$ cat config.mk
export PLATFORM = sky130hd
export DESIGN_NAME = pdd_engine
export DESIGN_NICKNAME = d
export VERILOG_FILES = /design/src/rtl/pdd_engine.v
export VERILOG_INCLUDE_DIRS = /design/src /design/src/inc
export SDC_FILE = /design/constraint.sdc
export NUM_CORES = 1
export LEC_CHECK = 0
export BUFFER_PORTS_ARGS = -buffer_cell sky130_fd_sc_hd__buf_2
export CAP_MARGIN = 10
export CELL_PAD_IN_SITES_DETAIL_PLACEMENT = 1
export CELL_PAD_IN_SITES_GLOBAL_PLACEMENT = 1
export CORE_MARGIN = 8
export CORE_UTILIZATION = 40
export DETAILED_ROUTE_END_ITERATION = 7
export PLACE_DENSITY = 0.75
export SYNTH_ARGS = -nofsm -noshare
export SYNTH_HDL_FRONTEND = slang
export SYNTH_SLANG_ARGS = --single-unit
$ cat constraint.sdc
create_clock -name i_clk_sys -period 5.1 [get_ports i_clk_sys]
set_input_delay 0.51 -clock i_clk_sys [delete_from_list [all_inputs] [get_ports i_clk_sys]]
set_output_delay 0.51 -clock i_clk_sys [all_outputs]
set_load 0.01 [all_outputs]
$ cat src/inc/pdd_regs.vh
// Purpose: register map, field positions, reset values and timing counts
// Assumes: apb slave with 32-bit data, one aligned word per register
// Notes:   included by the engine; definitions only
`ifndef PDD_REGS_VH
`define PDD_REGS_VH

// register byte offsets
`define PDD_CTRL_OFS      12'h000
`define PDD_STAT_OFS      12'h004
`define PDD_IDIV_OFS      12'h008
`define PDD_ODIV_OFS      12'h00c
`define PDD_CDIV_OFS      12'h010
`define PDD_OLEN_OFS      12'h014
`define PDD_ILEN_OFS      12'h018
`define PDD_OCNT_OFS      12'h01c
`define PDD_ICNT_OFS      12'h020
`define PDD_OVR_OFS       12'h024
`define PDD_IRQS_OFS      12'h028
`define PDD_IRQM_OFS      12'h02c
`define PDD_OBASE_OFS     12'h030
`define PDD_IBASE_OFS     12'h034

// control fields
`define PDD_C_OSTART      0
`define PDD_C_OSTOP       1
`define PDD_C_ISTART      2
`define PDD_C_ISTOP       3
`define PDD_C_ICHAIN      4
`define PDD_C_OCHAIN      5
`define PDD_C_DBL         6
`define PDD_C_OCONT       7
`define PDD_C_ISRC_LO     8
`define PDD_C_ISRC_HI     9
`define PDD_C_RELOAD      10

// input clock sources
`define PDD_SRC_PACER     2'h0
`define PDD_SRC_EXT       2'h1
`define PDD_SRC_HSK       2'h2

// status / irq fields
`define PDD_S_ORUN        0
`define PDD_S_IRUN        1
`define PDD_S_HALF        2
`define PDD_S_HALFSEL     3
`define PDD_I_ODONE       0
`define PDD_I_IDONE       1
`define PDD_I_HALF        2
`define PDD_I_OVR         3
`define PDD_IRQ_W         4

// reset values and divisor floor
`define PDD_DIV_RST       16'hffff
`define PDD_DIV_MIN       16'h0002
// 64 mbyte limit in 4-byte samples
`define PDD_LEN_MAX       32'h0100_0000
// reference 4 mhz derived from the 25 mhz system clock in khz
`define PDD_SYS_KHZ       25000
`define PDD_REF_KHZ       4000
`define PDD_ACC_W         16
`endif

$ cat src/rtl/pdd_engine.v
// Purpose: pacer-timed digital i/o dma engine with double-buffered input
// Assumes: single 25 mhz clock, apb register slave, simple dma master port
// Notes:   sample data paths stay outside; this block issues addresses
`timescale 1ns/1ns
`include "pdd_regs.vh"

module pdd_engine #(
  parameter DIV_W = 16
) (
  input  wire        i_clk_sys,
  input  wire        i_rst_b,
  input  wire [11:0] i_paddr,
  input  wire        i_psel,
  input  wire        i_penable,
  input  wire        i_pwrite,
  input  wire [31:0] i_pwdata,
  output reg  [31:0] o_prdata,
  output reg         o_pready,
  output reg         o_pslverr,
  input  wire        i_ext_clk,
  input  wire        i_in_req,
  output reg         o_in_ack,
  output reg         o_dma_wr,
  output reg         o_dma_rd,
  output reg  [31:0] o_dma_addr,
  input  wire        i_dma_done,
  output reg         o_out_strobe,
  output reg         o_irq
);

  // registers
  reg [31:0] ctrl_r;
  reg [DIV_W-1:0] idiv_r, odiv_r, cdiv_r;
  reg [31:0] olen_r, ilen_r, ocnt_r, icnt_r, ovr_r, obase_r, ibase_r;
  reg [`PDD_IRQ_W-1:0] irqs_r, irqm_r;
  reg orun_r, irun_r, half_rdy_r, half_sel_r;
  reg [31:0] half_pos_r;
  reg ext_d_r, in_pend_r, out_pend_r;

  // divider state
  reg [15:0] ref_acc_r;
  reg ref_tick_r;
  reg [DIV_W-1:0] icnt0_r, ocnt1_r, ccnt2_r;
  reg ichain_r, ochain_r;
  reg i_strobe_r, o_strobe_r;

  wire apb_acc = i_psel & i_penable;
  wire apb_wr  = apb_acc & i_pwrite;
  wire [31:0] wmask = {{(32-`PDD_IRQ_W){1'b0}}, irqs_r};

  // clamp a divisor to the legal floor
  function [DIV_W-1:0] clamp_div;
    input [DIV_W-1:0] v;
    begin
      clamp_div = (v < `PDD_DIV_MIN) ? `PDD_DIV_MIN : v;
    end
  endfunction

  wire wr_ctrl = apb_wr && i_paddr == `PDD_CTRL_OFS;
  wire reload  = wr_ctrl && i_pwdata[`PDD_C_RELOAD];
  wire c2_tick = ref_tick_r && ccnt2_r == {{(DIV_W-1){1'b0}}, 1'b1};
  wire i_src   = ichain_r ? c2_tick : ref_tick_r;
  wire o_src   = ochain_r ? c2_tick : ref_tick_r;
  wire i_hit   = i_src && icnt0_r == {{(DIV_W-1){1'b0}}, 1'b1};
  wire o_hit   = o_src && ocnt1_r == {{(DIV_W-1){1'b0}}, 1'b1};
  wire [1:0] isrc = ctrl_r[`PDD_C_ISRC_HI:`PDD_C_ISRC_LO];
  wire ext_rise = i_ext_clk & ~ext_d_r;
  wire in_evt = (isrc == `PDD_SRC_PACER) ? i_strobe_r :
                (isrc == `PDD_SRC_EXT)   ? ext_rise :
                (isrc == `PDD_SRC_HSK)   ? (i_in_req & ~o_in_ack) : 1'b0;
  wire [31:0] half_len = {1'b0, ilen_r[31:1]};
  // word index of the input sample being written
  wire [31:0] in_idx   = half_sel_r ? half_len + half_pos_r :
                         (ctrl_r[`PDD_C_DBL] ? half_pos_r : icnt_r);
  // accumulator sum kept 32 bits wide, cut back to 16 on purpose
  wire [31:0] ref_sum  = {16'h0000, ref_acc_r} + `PDD_REF_KHZ;
  wire [31:0] ref_wrap = ref_sum - `PDD_SYS_KHZ;

  // 4 mhz reference enable from 25 mhz by fractional accumulation
  always @(posedge i_clk_sys or negedge i_rst_b) begin
    if (!i_rst_b) begin
      ref_acc_r  <= 16'h0000;
      ref_tick_r <= 1'b0;
    end else if (ref_sum >= `PDD_SYS_KHZ) begin
      ref_acc_r  <= ref_wrap[15:0];
      ref_tick_r <= 1'b1;
    end else begin
      ref_acc_r  <= ref_sum[15:0];
      ref_tick_r <= 1'b0;
    end
  end

  // cascaded down-counters; chain setting latched only on reload
  always @(posedge i_clk_sys or negedge i_rst_b) begin
    if (!i_rst_b) begin
      icnt0_r    <= `PDD_DIV_RST;
      ocnt1_r    <= `PDD_DIV_RST;
      ccnt2_r    <= `PDD_DIV_RST;
      ichain_r   <= 1'b0;
      ochain_r   <= 1'b0;
      i_strobe_r <= 1'b0;
      o_strobe_r <= 1'b0;
    end else if (reload) begin
      icnt0_r    <= clamp_div(idiv_r);
      ocnt1_r    <= clamp_div(odiv_r);
      ccnt2_r    <= clamp_div(cdiv_r);
      ichain_r   <= i_pwdata[`PDD_C_ICHAIN];
      ochain_r   <= i_pwdata[`PDD_C_OCHAIN];
      i_strobe_r <= 1'b0;
      o_strobe_r <= 1'b0;
    end else begin
      if (ref_tick_r)
        ccnt2_r <= c2_tick ? clamp_div(cdiv_r) : ccnt2_r - 1'b1;
      if (i_src)
        icnt0_r <= i_hit ? clamp_div(idiv_r) : icnt0_r - 1'b1;
      if (o_src)
        ocnt1_r <= o_hit ? clamp_div(odiv_r) : ocnt1_r - 1'b1;
      i_strobe_r <= i_hit; // one cycle per period
      o_strobe_r <= o_hit;
    end
  end

  // apb slave: zero wait, reads registered in setup phase
  always @(posedge i_clk_sys or negedge i_rst_b) begin
    if (!i_rst_b) begin
      o_prdata  <= 32'h0000_0000;
      o_pready  <= 1'b0;
      o_pslverr <= 1'b0;
    end else begin
      o_pready  <= i_psel & ~i_penable;
      o_pslverr <= 1'b0;
      if (i_psel & ~i_penable) begin
        case (i_paddr)
          `PDD_CTRL_OFS:  o_prdata <= ctrl_r;
          `PDD_STAT_OFS:  o_prdata <= {28'h0, half_sel_r, half_rdy_r, irun_r, orun_r};
          `PDD_IDIV_OFS:  o_prdata <= {16'h0, idiv_r};
          `PDD_ODIV_OFS:  o_prdata <= {16'h0, odiv_r};
          `PDD_CDIV_OFS:  o_prdata <= {16'h0, cdiv_r};
          `PDD_OLEN_OFS:  o_prdata <= olen_r;
          `PDD_ILEN_OFS:  o_prdata <= ilen_r;
          `PDD_OCNT_OFS:  o_prdata <= ocnt_r;
          `PDD_ICNT_OFS:  o_prdata <= icnt_r;
          `PDD_OVR_OFS:   o_prdata <= ovr_r;
          `PDD_IRQS_OFS:  o_prdata <= wmask;
          `PDD_IRQM_OFS:  o_prdata <= {28'h0, irqm_r};
          `PDD_OBASE_OFS: o_prdata <= obase_r;
          `PDD_IBASE_OFS: o_prdata <= ibase_r;
          default: begin
            o_prdata  <= 32'h0000_0000;
          end
        endcase
        o_pslverr <= 1'b0;
      end
    end
  end

  // software-written configuration
  always @(posedge i_clk_sys or negedge i_rst_b) begin
    if (!i_rst_b) begin
      ctrl_r  <= 32'h0000_0000;
      idiv_r  <= `PDD_DIV_RST;
      odiv_r  <= `PDD_DIV_RST;
      cdiv_r  <= `PDD_DIV_RST;
      olen_r  <= 32'h0000_0000;
      ilen_r  <= 32'h0000_0000;
      obase_r <= 32'h0000_0000;
      ibase_r <= 32'h0000_0000;
      irqm_r  <= {`PDD_IRQ_W{1'b0}};
    end else if (apb_wr) begin
      case (i_paddr)
        `PDD_CTRL_OFS:  ctrl_r  <= i_pwdata & 32'h0000_03f0; // commands self-clear
        `PDD_IDIV_OFS:  idiv_r  <= i_pwdata[DIV_W-1:0];
        `PDD_ODIV_OFS:  odiv_r  <= i_pwdata[DIV_W-1:0];
        `PDD_CDIV_OFS:  cdiv_r  <= i_pwdata[DIV_W-1:0];
        `PDD_OLEN_OFS:  olen_r  <= (i_pwdata > `PDD_LEN_MAX) ? `PDD_LEN_MAX : i_pwdata;
        `PDD_ILEN_OFS:  ilen_r  <= (i_pwdata > `PDD_LEN_MAX) ? `PDD_LEN_MAX : i_pwdata;
        `PDD_OBASE_OFS: obase_r <= {i_pwdata[31:2], 2'b00};
        `PDD_IBASE_OFS: ibase_r <= {i_pwdata[31:2], 2'b00};
        `PDD_IRQM_OFS:  irqm_r  <= i_pwdata[`PDD_IRQ_W-1:0];
        default: begin
          ctrl_r <= ctrl_r;
        end
      endcase
    end
  end

  // output dma: one word fetched per strobe, stop wins at once
  always @(posedge i_clk_sys or negedge i_rst_b) begin
    if (!i_rst_b) begin
      orun_r       <= 1'b0;
      ocnt_r       <= 32'h0000_0000;
      out_pend_r   <= 1'b0;
      o_dma_rd     <= 1'b0;
      o_out_strobe <= 1'b0;
    end else begin
      o_out_strobe <= 1'b0;
      if (wr_ctrl && i_pwdata[`PDD_C_OSTOP]) begin
        orun_r     <= 1'b0; // count left as is
        out_pend_r <= 1'b0;
        o_dma_rd   <= 1'b0;
      end else if (wr_ctrl && i_pwdata[`PDD_C_OSTART] && olen_r != 32'h0) begin
        orun_r <= 1'b1;
        ocnt_r <= 32'h0000_0000;
      end else if (orun_r) begin
        if (o_strobe_r && !out_pend_r) begin
          out_pend_r <= 1'b1;
          o_dma_rd   <= 1'b1;
        end
        if (out_pend_r && i_dma_done) begin
          out_pend_r   <= 1'b0;
          o_dma_rd     <= 1'b0;
          o_out_strobe <= 1'b1;
          if (ocnt_r + 1'b1 >= olen_r) begin
            if (ctrl_r[`PDD_C_OCONT])
              ocnt_r <= 32'h0000_0000; // wrap to buffer start
            else begin
              ocnt_r <= ocnt_r + 1'b1;
              orun_r <= 1'b0; // terminal count
            end
          end else
            ocnt_r <= ocnt_r + 1'b1;
        end
      end
    end
  end

  // input dma with optional circular double buffer
  always @(posedge i_clk_sys or negedge i_rst_b) begin
    if (!i_rst_b) begin
      irun_r     <= 1'b0;
      icnt_r     <= 32'h0000_0000;
      half_pos_r <= 32'h0000_0000;
      half_sel_r <= 1'b0;
      half_rdy_r <= 1'b0;
      ovr_r      <= 32'h0000_0000;
      in_pend_r  <= 1'b0;
      o_dma_wr   <= 1'b0;
      o_in_ack   <= 1'b0;
      ext_d_r    <= 1'b0;
    end else begin
      ext_d_r  <= i_ext_clk;
      o_in_ack <= o_in_ack & i_in_req; // drop once request released
      if (apb_wr && i_paddr == `PDD_IRQS_OFS && i_pwdata[`PDD_I_HALF])
        half_rdy_r <= 1'b0; // host drained the ready half
      if (wr_ctrl && i_pwdata[`PDD_C_ISTOP]) begin
        irun_r    <= 1'b0;
        in_pend_r <= 1'b0;
        o_dma_wr  <= 1'b0;
      end else if (wr_ctrl && i_pwdata[`PDD_C_ISTART] && ilen_r != 32'h0) begin
        irun_r     <= 1'b1;
        icnt_r     <= 32'h0000_0000;
        half_pos_r <= 32'h0000_0000;
        half_sel_r <= 1'b0;
        half_rdy_r <= 1'b0;
      end else if (irun_r) begin
        if (in_evt && !in_pend_r) begin
          in_pend_r <= 1'b1;
          o_dma_wr  <= 1'b1;
          if (isrc == `PDD_SRC_HSK)
            o_in_ack <= 1'b1;
        end
        if (in_pend_r && i_dma_done) begin
          in_pend_r <= 1'b0;
          o_dma_wr  <= 1'b0;
          icnt_r    <= icnt_r + 1'b1;
          if (ctrl_r[`PDD_C_DBL]) begin
            if (half_pos_r + 1'b1 >= half_len) begin
              half_pos_r <= 32'h0000_0000;
              half_sel_r <= ~half_sel_r; // first, second, wrap
              half_rdy_r <= 1'b1;
              if (half_rdy_r)
                ovr_r <= ovr_r + 1'b1;
            end else
              half_pos_r <= half_pos_r + 1'b1;
          end else if (icnt_r + 1'b1 >= ilen_r)
            irun_r <= 1'b0;
        end
      end
    end
  end

  // dma word address and interrupt status
  always @(posedge i_clk_sys or negedge i_rst_b) begin
    if (!i_rst_b) begin
      o_dma_addr <= 32'h0000_0000;
      irqs_r     <= {`PDD_IRQ_W{1'b0}};
      o_irq      <= 1'b0;
    end else begin
      if (o_dma_wr)
        o_dma_addr <= ibase_r + {in_idx[29:0], 2'b00};
      else
        o_dma_addr <= obase_r + {ocnt_r[29:0], 2'b00};
      // set wins over write-one-to-clear
      irqs_r <= (irqs_r & ~((apb_wr && i_paddr == `PDD_IRQS_OFS) ?
                i_pwdata[`PDD_IRQ_W-1:0] : {`PDD_IRQ_W{1'b0}})) |
                {(in_pend_r && i_dma_done && ctrl_r[`PDD_C_DBL] &&
                  half_pos_r + 1'b1 >= half_len && half_rdy_r),
                 (in_pend_r && i_dma_done && ctrl_r[`PDD_C_DBL] &&
                  half_pos_r + 1'b1 >= half_len),
                 (irun_r && in_pend_r && i_dma_done && !ctrl_r[`PDD_C_DBL] &&
                  icnt_r + 1'b1 >= ilen_r),
                 (orun_r && out_pend_r && i_dma_done && !ctrl_r[`PDD_C_OCONT] &&
                  ocnt_r + 1'b1 >= olen_r)};
      o_irq <= |(irqs_r & irqm_r);
    end
  end

endmodule // pdd_engine

# Yosys cells after proc, flatten, opt, wreduce, memory -nomap -nowiden
# Cells that the tools add are included.
# totals
register_bits	458
output_inout_bits	71
# op_classes
addsub	12
order_cmp	8
eq_ne	20
muxes	83
bitwise_logic	17
reduce_logical	66
# ops
operator	count
$mux 32	15
$pmux 32 s14	1
$mux 16	13
$add 32x1->32 const B	4
$eq 12x6->1 const B	6
$add 32x32->32	2
$ge 32x32->1	2
$reduce_bool 32->1	2
$mux 30	2
$mux 1	51
$eq 12x5->1 const B	4
$eq 16x1->1 const B	3
$lt 16x2->1 const B	3
$sub 16x1->16 const B	3
$ge 32x31->1	1
$gt 32x25->1 const B	1
$add 30x30->30	1
$logic_and 1x1->1	28
$eq 12x4->1 const B	2
$reduce_bool 2->1	11
$reduce_and 2->1	9
$add 16x12->17 const B	1
$ge 17x15->1 const B	1
$sub 16x15->16 const B	1
19 further kinds	39

# Longest topological paths before layout
# Gate-level depths: netlist of run 1.
# depth
ltp_word	11
ltp_mapped	24
depth_no_buf	23

# Least setup slack after synthesis of run 1
# Ideal clock, no wire load.
# synth_timing
kind	reg2reg
startpoint	register ilen_r[2]
endpoint	register o_dma_addr[29]
setup_time_ps	136
t_arrival_ps	4426
setup_slack_ps	538
path_stages_with_launch	23
path_buffers	0
period_less_slack_ps	4562
path_cell_list	dfrtp_1 ha_1 a211oi_1 o21a_1 o31ai_1 o311a_1 o211a_1 o21ai_0 nor2b_1 xnor2_1 nand2_1 o21ai_0 ha_1 nand2_1 nor2_1 a22o_1 a2111o_1 a21oi_1 o21ai_0 a211oi_1 nor2_1 mux2i_1 o211ai_1
# synth_via
elab_chain_len	4
# synth_rtl
element	line	text
from (decl)	pdd_engine.v:34	reg [31:0] olen_r, ilen_r, ocnt_r, icnt_r, ovr_r, obase_r, ibase_r;
from (signal assigned)	pdd_engine.v:176	`PDD_ILEN_OFS: ilen_r <= (i_pwdata > `PDD_LEN_MAX) ? `PDD_LEN_MAX : i_pwdata;
$add 30x30->30	pdd_engine.v:73	wire [31:0] in_idx = half_sel_r ? half_len + half_pos_r :
$mux 30	pdd_engine.v:73	
$add 32x32->32	pdd_engine.v:290	o_dma_addr <= ibase_r + {in_idx[29:0], 2'b00};
$mux 32	pdd_engine.v:289	if (o_dma_wr)
to (signal assigned)	pdd_engine.v:290	
to (signal assigned)	pdd_engine.v:292	o_dma_addr <= obase_r + {ocnt_r[29:0], 2'b00};
to (decl)	pdd_engine.v:25	output reg [31:0] o_dma_addr,
# No other way between the ends.
# A chain may end at the register's enable or synchronous reset.

# Final worst setup path of run 1
# layout_timing
startpoint	register ilen_r[1]
endpoint	register o_dma_addr[29]
# The elaborated chain is that of the path after synthesis.

==> key figures, run 1 <==
Outcome
  – Status: finished with violations
  – Violated checks: DRC

Global route
  – Top Usage Layer GRT: met2
  – Initial antenna violation count: 5
  – Met2 Resource Use GR: 43.9%
  – GRT Overall Usage: around 27%
  – Grt met3 use: 4.11%
  – Global-route wire length before repair: ~180,000 um
  – Vias in the first global route: about 29,000
  – Met1 Resource Use GR: between 30% and 40%
  – Pin count of the biggest net entering global routing: 124
  – GRT Residual Overflow: 0

Placement
  – Dpl cells: about 4,500
  – Placed inst area: between 30,000 and 40,000 um2
  – PortBufs: 119
  – HPWL Detailed: 89,200 um
  – GPL Wtd Cong: about 0.97

Critical path
  – Critical path class: reg2reg
  – Critical Path AT: roughly 5.3 ns
  – Worst Setup End Kind: flip-flop
  – R2r startpoint: ilen_r[1]
  – Worst setup SP type: flip-flop
  – Setup crit start: ilen_r[1]
  – Critical-path maximum fanout: 4
  – CP Data Required Time: 5.59 ns

Clocking
  – H-tree depth: 2
  – Root Buffer: clkbuf_16
  – Reg clk slew, reported paths: ~0.060 ns
  – # clock sinks: approximately 450
  – CTS tree: yes
  – Cts bufs inserted: 55
  – Worst skew pair latency: 0.67 ns
  – Clk buf depth: 3

Timing
  – Fmax: approximately 210 MHz
  – Fin crit share: between 90% and 100%
  – Pin slew with the least headroom to its limit: about 1.2 ns
  – TNS Setup: 0 ns
  – Post-layout min period: around 4.8 ns
  – Final hold slack: between 0.07 and 0.08 ns
  – Hold Violations, Final: 0
  – Final Setup Violations: 0
  – Max Clock Skew: about 0.039 ns
  – Final Max Slew Viols: 0
  – Slew margin rel.: around a fifth

Layout
  – Most frequent cells in the layout: nand2_1, dfrtp_1, o21ai_0, ha_1, a21oi_1
  – Commonest non-fill, non-tap cell in the layout: nand2_1
  – Final nets: around 3,800
  – Area Growth Syn to Fin: 14.1%
  – Share of cells above drive strength 1: 17.5%
  – Cell area after layout: roughly 35,000 um2
  – Non-Filler Instances: 4,639

Power and ir drop
  – VDD IR max: a little over 300 uV
  – Power consumption: slightly below 9 mW
  – Leak: ~16 nW
  – PD cells: between 200 and 250 nW/um2

Synth
  – Synth warn: 0
  – Mean Syn Cell Area: approximately 8.9 um2
  – Post-synth ARST share: 100%
  – EDFF count, synth: 0
  – Post-synthesis sequential element count: roughly 450
  – Gate Count Post-Synth: between 3,000 and 4,000
  – Mapped Area: roughly 30,000 um2
  – Top_reg_cell synth: dfrtp_1
  – Post-synthesis cell type count: 90
  – Sequential fraction of the synthesis area: a little under two fifths

Floorplanning
  – Die area: 86,200 um2
  – I/O pin cnt: between 100 and 150
  – Initial Util: 40.5%
  – Die X: approximately 290 um
  – FP Rows: 101
  – CORE AREA: 76,100 um2
  – Die height: slightly below 300 um

Detailed routing
  – Initial detailed-routing violation count: between 2,000 and 3,000
  – # DRC: 11
  – Routed wire length: approximately 120,000 um
  – DR WL/cell: about 26 um
  – Vias post-DR: between 20,000 and 30,000
  – DR vias/cell: 6.22
  – TritonRoute pass-1 iters: 8
  – Final ANT Viol Nets: 0

Worst hold path
  – HP Class: in2reg
  – Hold Path Origin: i_in_req

Flow run
  – Max Cap Violations: 0
[cell type report]
type,count,area [um2]
sequential,453,11500
fill,8986,40900
multi-input combinational,2652,18200
timing repair buffer,252,1700
tap,1030,1290
antenna,3,7.51
clock inverter,26,407
clock buffer,76,1570
inverter,147,552
[sequential cells by signal (all words and copies together) (netlist names), 4 cells and up]
signal / cells
odiv_r: 16
ocnt_r: 32
icnt0_r: 16
ovr_r: 32
icnt_r: 32
ctrl_r: 6
ref_acc_r: 13
o_dma_addr: 30
ccnt2_r: 16
cdiv_r: 16
idiv_r: 16
obase_r: 30
ocnt1_r: 16
irqs_r: 4
olen_r: 32
o_prdata: 32
irqm_r: 4
half_pos_r: 32
ibase_r: 30
ilen_r: 32
[cells by family after synthesis]
family / count (synthesis) / share of synthesized area, %
buffers and inverters: 348 / 4.49
other: 1 / 0.0122
muxes: 163 / 5.80
AOI/OAI and AO/OA: 923 / 19.8
xor gates and xnor gates: 190 / 5.40
adders and majority gates: 203 / 8.32
and+or+nand+nor: 1170 / 19.0
DFF: 453 / 37.2
[report_power, final]
| group | switching (mW) | internal, mW |
|---|---|---|
| sequential | 0.123 | 3.80 |
| combinational | 0.334 | 0.151 |
| clock | 1.76 | 2.57 |
| total | 2.22 | 6.52 |
[repair_timing]
action                                 4_1_cts  5_1_grt
hold buffers                                 2        0
setup endpoints to repair                    0       11
endpoints found under the hold margin       65        0
gates resized for setup                      0       25
setup buffers                                0        4
[final timing paths]
| kind | to | slack [ns] | cells past startpoint |
|---|---|---|---|
| min | o_in_ack | 0.07 | 3 |
| min in group asynchronous | ref_acc_r[8] | 0.47 | 2 |
| max in group asynchronous | o_dma_addr[16] | 3.41 | 3 |
| min reg2reg | ocnt1_r[11] | 0.47 | 2 |
| max reg2reg | o_dma_addr[29] | 0.28 | 24 |
| max | o_dma_addr[29] | 0.28 | 24 |
[critical path: stages (launching register included)]
cell	delay [ns]
dfrtp_1	0.41
ha_4	0.18
inv_1	0.05
fa_1	0.41
nand2b_4	0.17
a21oi_2	0.18
o211ai_1	0.15
nand3_1	0.17
a31o_2	0.18
a21o_1	0.16
xor2_1	0.15
nand2_1	0.06
o21ai_0	0.12
ha_2	0.35
a21oi_1	0.14
o21ai_0	0.14
a22o_1	0.26
a2111o_1	0.39
a21oi_1	0.16
buf_4	0.16
o21ai_1	0.10
a211oi_2	0.22
nor2_1	0.09
mux2i_1	0.15
o211ai_1	0.10
[synth_stat cells, types with 39 or more instances]
master	n	share of area [%]
clkbuf_1	148	1.8
dfrtp_1	357	29
mux2i_1	39	1.3
ha_1	200	8.1
nand2_1	375	4.6
and3_1	51	1.0
xnor2_1	103	2.9
a22o_1	49	1.4
nor2_1	174	2.1
nor4_1	60	1.2
a21o_1	67	1.6
a22oi_1	61	1.5
xor2_1	87	2.5
mux2_2	124	4.5
dfstp_2	96	8.2
nand2b_1	39	0.79
nand4_1	70	1.4
nand3_1	146	2.4
a222oi_1	53	1.7
nor3_1	107	1.7
o21ai_0	247	4.0
inv_1	145	1.8
a21oi_1	173	2.8
[metal layers]
metal	routed length (um)	part of all wire [%]
met1	49500	42
met2	55400	46
met3	7350	6.2
met4	6920	5.8
met5	0	0
[per-stage QoR]
step	util, %	worst slack, ns
3_3_place_gp	43.4	0.103
2_1_floorplan	-	0.538
3_5_place_dp	43.4	0.0588
6_report	46.2	0.279
4_1_cts	46.0	0.0123
5_1_grt	46.2	-0.0132
No activity file was read; power rests on OpenSTA's default activity.
==> inputs of run 2 (changes only) <==
--- a/config.mk
+++ b/config.mk
@@ -14,6 +14,8 @@
 export CORE_UTILIZATION = 40
 export DETAILED_ROUTE_END_ITERATION = 7
 export PLACE_DENSITY = 0.75
+export SETUP_SLACK_MARGIN = 0.4
+export SLEW_MARGIN = 30
 export SYNTH_ARGS = -nofsm -noshare
 export SYNTH_HDL_FRONTEND = slang
 export SYNTH_SLANG_ARGS = --single-unit
==> run 2 against run 1 <==
Against the previous run: the run still ends with DRC left; global-route usage shrank 0.11 points; sequential cell count is the same; non-clock buffer count grew 31; critical endpoint unchanged.
==> key figures, run 2 (synthesized netlist as in run 1, its figures left out) <==
Outcome
  – Status: finished with violations (unchanged)
  – Violated checks: DRC (unchanged)

Timing
  – TNS Setup: 0 ns (unchanged)
  – Hold Violations, Final: 0 (unchanged)
  – Worst Slack Setup Final: 0.370 ns (was 0.279 ns)
  – Final Setup Violations: 0 (unchanged)
  – Pin slew with the least headroom to its limit: 1.06 ns (was 1.19 ns)
  – RSZ-0062 raised after global routing: true
  – Final Max Slew Viols: 0 (unchanged)
  – Fmax: 211 MHz (was 207 MHz)
  – Post-layout min period: 4.73 ns (was 4.82 ns)
  – Slew margin rel.: 29.5% (was 20.7%)
  – Fin crit share: 92.8% (was 94.5%)
  – Max Clock Skew: 0.0399 ns (was 0.0394 ns)

Power and ir drop
  – VDD IR max: 261 uV (was 302 uV)
  – PD cells: 240 nW/um2 (was 249 nW/um2)
  – Leak: 16.4 nW (was 16.2 nW)

Critical path
  – Worst setup SP type: flip-flop (unchanged)
  – R2R setup slack: 0.37 ns (was 0.28 ns)
  – FF-to-FF End: o_dma_addr[29] (unchanged)
  – Critical-path maximum fanout: 5 (was 4)
  – Worst Setup End Kind: flip-flop (unchanged)
  – Critical path class: reg2reg (unchanged)
  – Critical Path AT: 5.22 ns (was 5.31 ns)
  – R2r startpoint: half_pos_r[0] (was ilen_r[1])
  – R2r worst-path depth: 24 (unchanged)
  – CP Data Required Time: 5.59 ns (about the same)

Placement
  – GPL Wtd Cong: 0.968 (unchanged)
  – HPWL Detailed: 89,300 um (was 89,200 um)
  – Pre-CTS setup slack: 0.0622 ns (was 0.0588 ns)
  – PortBufs: 119 (unchanged)

Floorplanning
  – Die X: 294 um (unchanged)
  – I/O pin cnt: 123 (unchanged)
  – Die area: 86,200 um2 (unchanged)
  – CORE AREA: 76,100 um2 (unchanged)
  – Die height: 294 um (unchanged)
  – FP Rows: 101 (unchanged)
  – Initial Util: 40.5% (unchanged)

Detailed routing
  – # DRC: 1 (was 11)
  – DRT met1 WL: 49,200 um (was 49,500 um)
  – DR WL/cell: 25.9 um (was 25.7 um)
  – Vias post-DR: 29,100 (was 28,900)
  – Final ANT Viol Nets: 0 (unchanged)
  – Met3 wire length: 8130 um (was 7350 um)
  – Initial detailed-routing violation count: 2,674 (was 2,639)
  – Max Used Layer: met5 (was met4)
  – DR vias/cell: 6.23 (was 6.22)
  – TritonRoute pass-1 iters: 8 (unchanged)
  – Met2 WL post-DR: 56,300 um (was 55,400 um)
  – Routed wire length: 121,000 um (was 119,000 um)

Flow run
  – Max Cap Violations: 0 (unchanged)

Global route
  – Vias in the first global route: 29,000 (was 28,800)
  – GRT Overall Usage: 26.7% (was 26.9%)
  – Initial antenna violation count: 5 (unchanged)
  – Pin count of the biggest net entering global routing: 124 (unchanged)
  – GRT Residual Overflow: 0 (unchanged)
  – Global-route wire length before repair: 180,000 um (was 181,000 um)

Layout
  – Area Growth Syn to Fin: 15.6% (was 14.1%)
  – Most frequent cells in the layout: nand2_1, dfrtp_1, o21ai_0, ha_1 (was nand2_1, dfrtp_1, o21ai_0, ha_1, a21oi_1)
  – Final nets: 3,846 (was 3,816)
  – Share of cells above drive strength 1: 19.3% (was 17.5%)
  – Commonest non-fill, non-tap cell in the layout: nand2_1 (unchanged)
  – Fillers: 8,894 (was 8,986)
  – Register area: 11,500 um2 (about the same)
  – Multi-input gate area: 18,400 um2 (was 18,200 um2)
  – Ant diodes: 0 (was 3)

Clocking
  – Worst skew pair latency: 0.66 ns (was 0.67 ns)
  – Reg clk slew, reported paths: 0.06 ns (about the same)
  – Clk buf depth: 3 (unchanged)
  – CTS tree: yes (unchanged)
  – # clock sinks: 453 (unchanged)
  – Root Buffer: clkbuf_16 (unchanged)
  – H-tree depth: 2 (unchanged)
  – Cts bufs inserted: 54 (was 55)

Worst hold path
  – Hold EP: ext_d_r (was o_in_ack)
  – Hold Path Origin: i_ext_clk (was i_in_req)
  – HP Class: in2reg (unchanged)
  – WHS Path Cells: 1 (was 3)
[run 2: cell types whose count changed in the layout (fill, tap and decap cells not counted), sizes merged]
cell,before,now
bufinv,8,6
inv,149,150
diode,3,0
clkinvlp,4,3
clkbuf,76,79
dlygate4sd3,2,1
buf,250,280
clkinv,12,11
[run 2: power by group]
group	internal [mW]	switching (mW)
Combinational	0.152	0.332
Clock	2.42	1.72
Sequential	3.80	0.123
Total	6.37	2.18
[run 2: cell type report]
type	count	area share (%)
multi-input combinational	2652	51.8
sequential	453	32.2
timing repair buffer	283	5.63
clock buffer	77	4.32
tap	1030	3.62
inverter	147	1.55
clock inverter	23	0.955
[run 2: timing repair]
action,in CTS,in global routing
gates resized for setup,18,71
setup buffers,7,26
gates cloned,0,2
hold buffers,1,0
endpoints found under the setup margin,13,97
pin swaps,10,37
endpoints found under the hold margin,64,0
[run 2: how the worst max path moves through the flow]
stage,from,end,slack [ns],depth (start not counted)
floorplan,ilen_r[2],o_dma_addr[29],0.54,22
CTS,ilen_r[1],o_dma_addr[29],0.39,24
detailed placement,ilen_r[2],o_dma_addr[29],0.06,23
finish,half_pos_r[0],o_dma_addr[29],0.37,24
global placement,ilen_r[2],o_dma_addr[29],0.10,23
global route,half_pos_r[0],o_dma_addr[29],0.18,24
[run 2: through the flow]
stage                     instance area, um2  power, mW  cells  hold WS (ns)  utilization (%)
final                                  35600       8.55   4665        0.0370             46.8
after global routing                   35600       8.82   4665        0.0106             46.8
after CTS                              35000       8.62   4637       0.00335             46.1
after detailed placement               33000       4.47   4529         0.457             43.4
after global placement                 33000       4.44   4528         0.444             43.4
after floorplan                        30800       4.21   3453         0.214                -
[run 2: per-layer routing]
layer  vias to the layer above  global-route usage (%)
met5                         -                       0
met4                         2                    13.4
met3                       337                    3.95
met2                      1133                    43.9
met1                     14600                    34.3
li1                      13000                       -
[run 2: worst max-delay path: stages, from the launching register on]
cell	delay, ns
dfrtp_1	0.42
ha_4	0.20
inv_1	0.10
fa_2	0.24
nand2b_4	0.16
a21oi_4	0.07
o211ai_1	0.25
nand3_1	0.16
a31o_2	0.28
a21o_1	0.18
xor2_1	0.14
nand2_1	0.07
o21ai_0	0.10
ha_1	0.37
a21oi_1	0.15
o21ai_1	0.10
a22o_1	0.24
a2111o_1	0.37
a21oi_2	0.14
buf_4	0.14
o21ai_1	0.10
a211oi_2	0.29
nor2_2	0.06
mux2i_1	0.14
o211ai_1	0.10
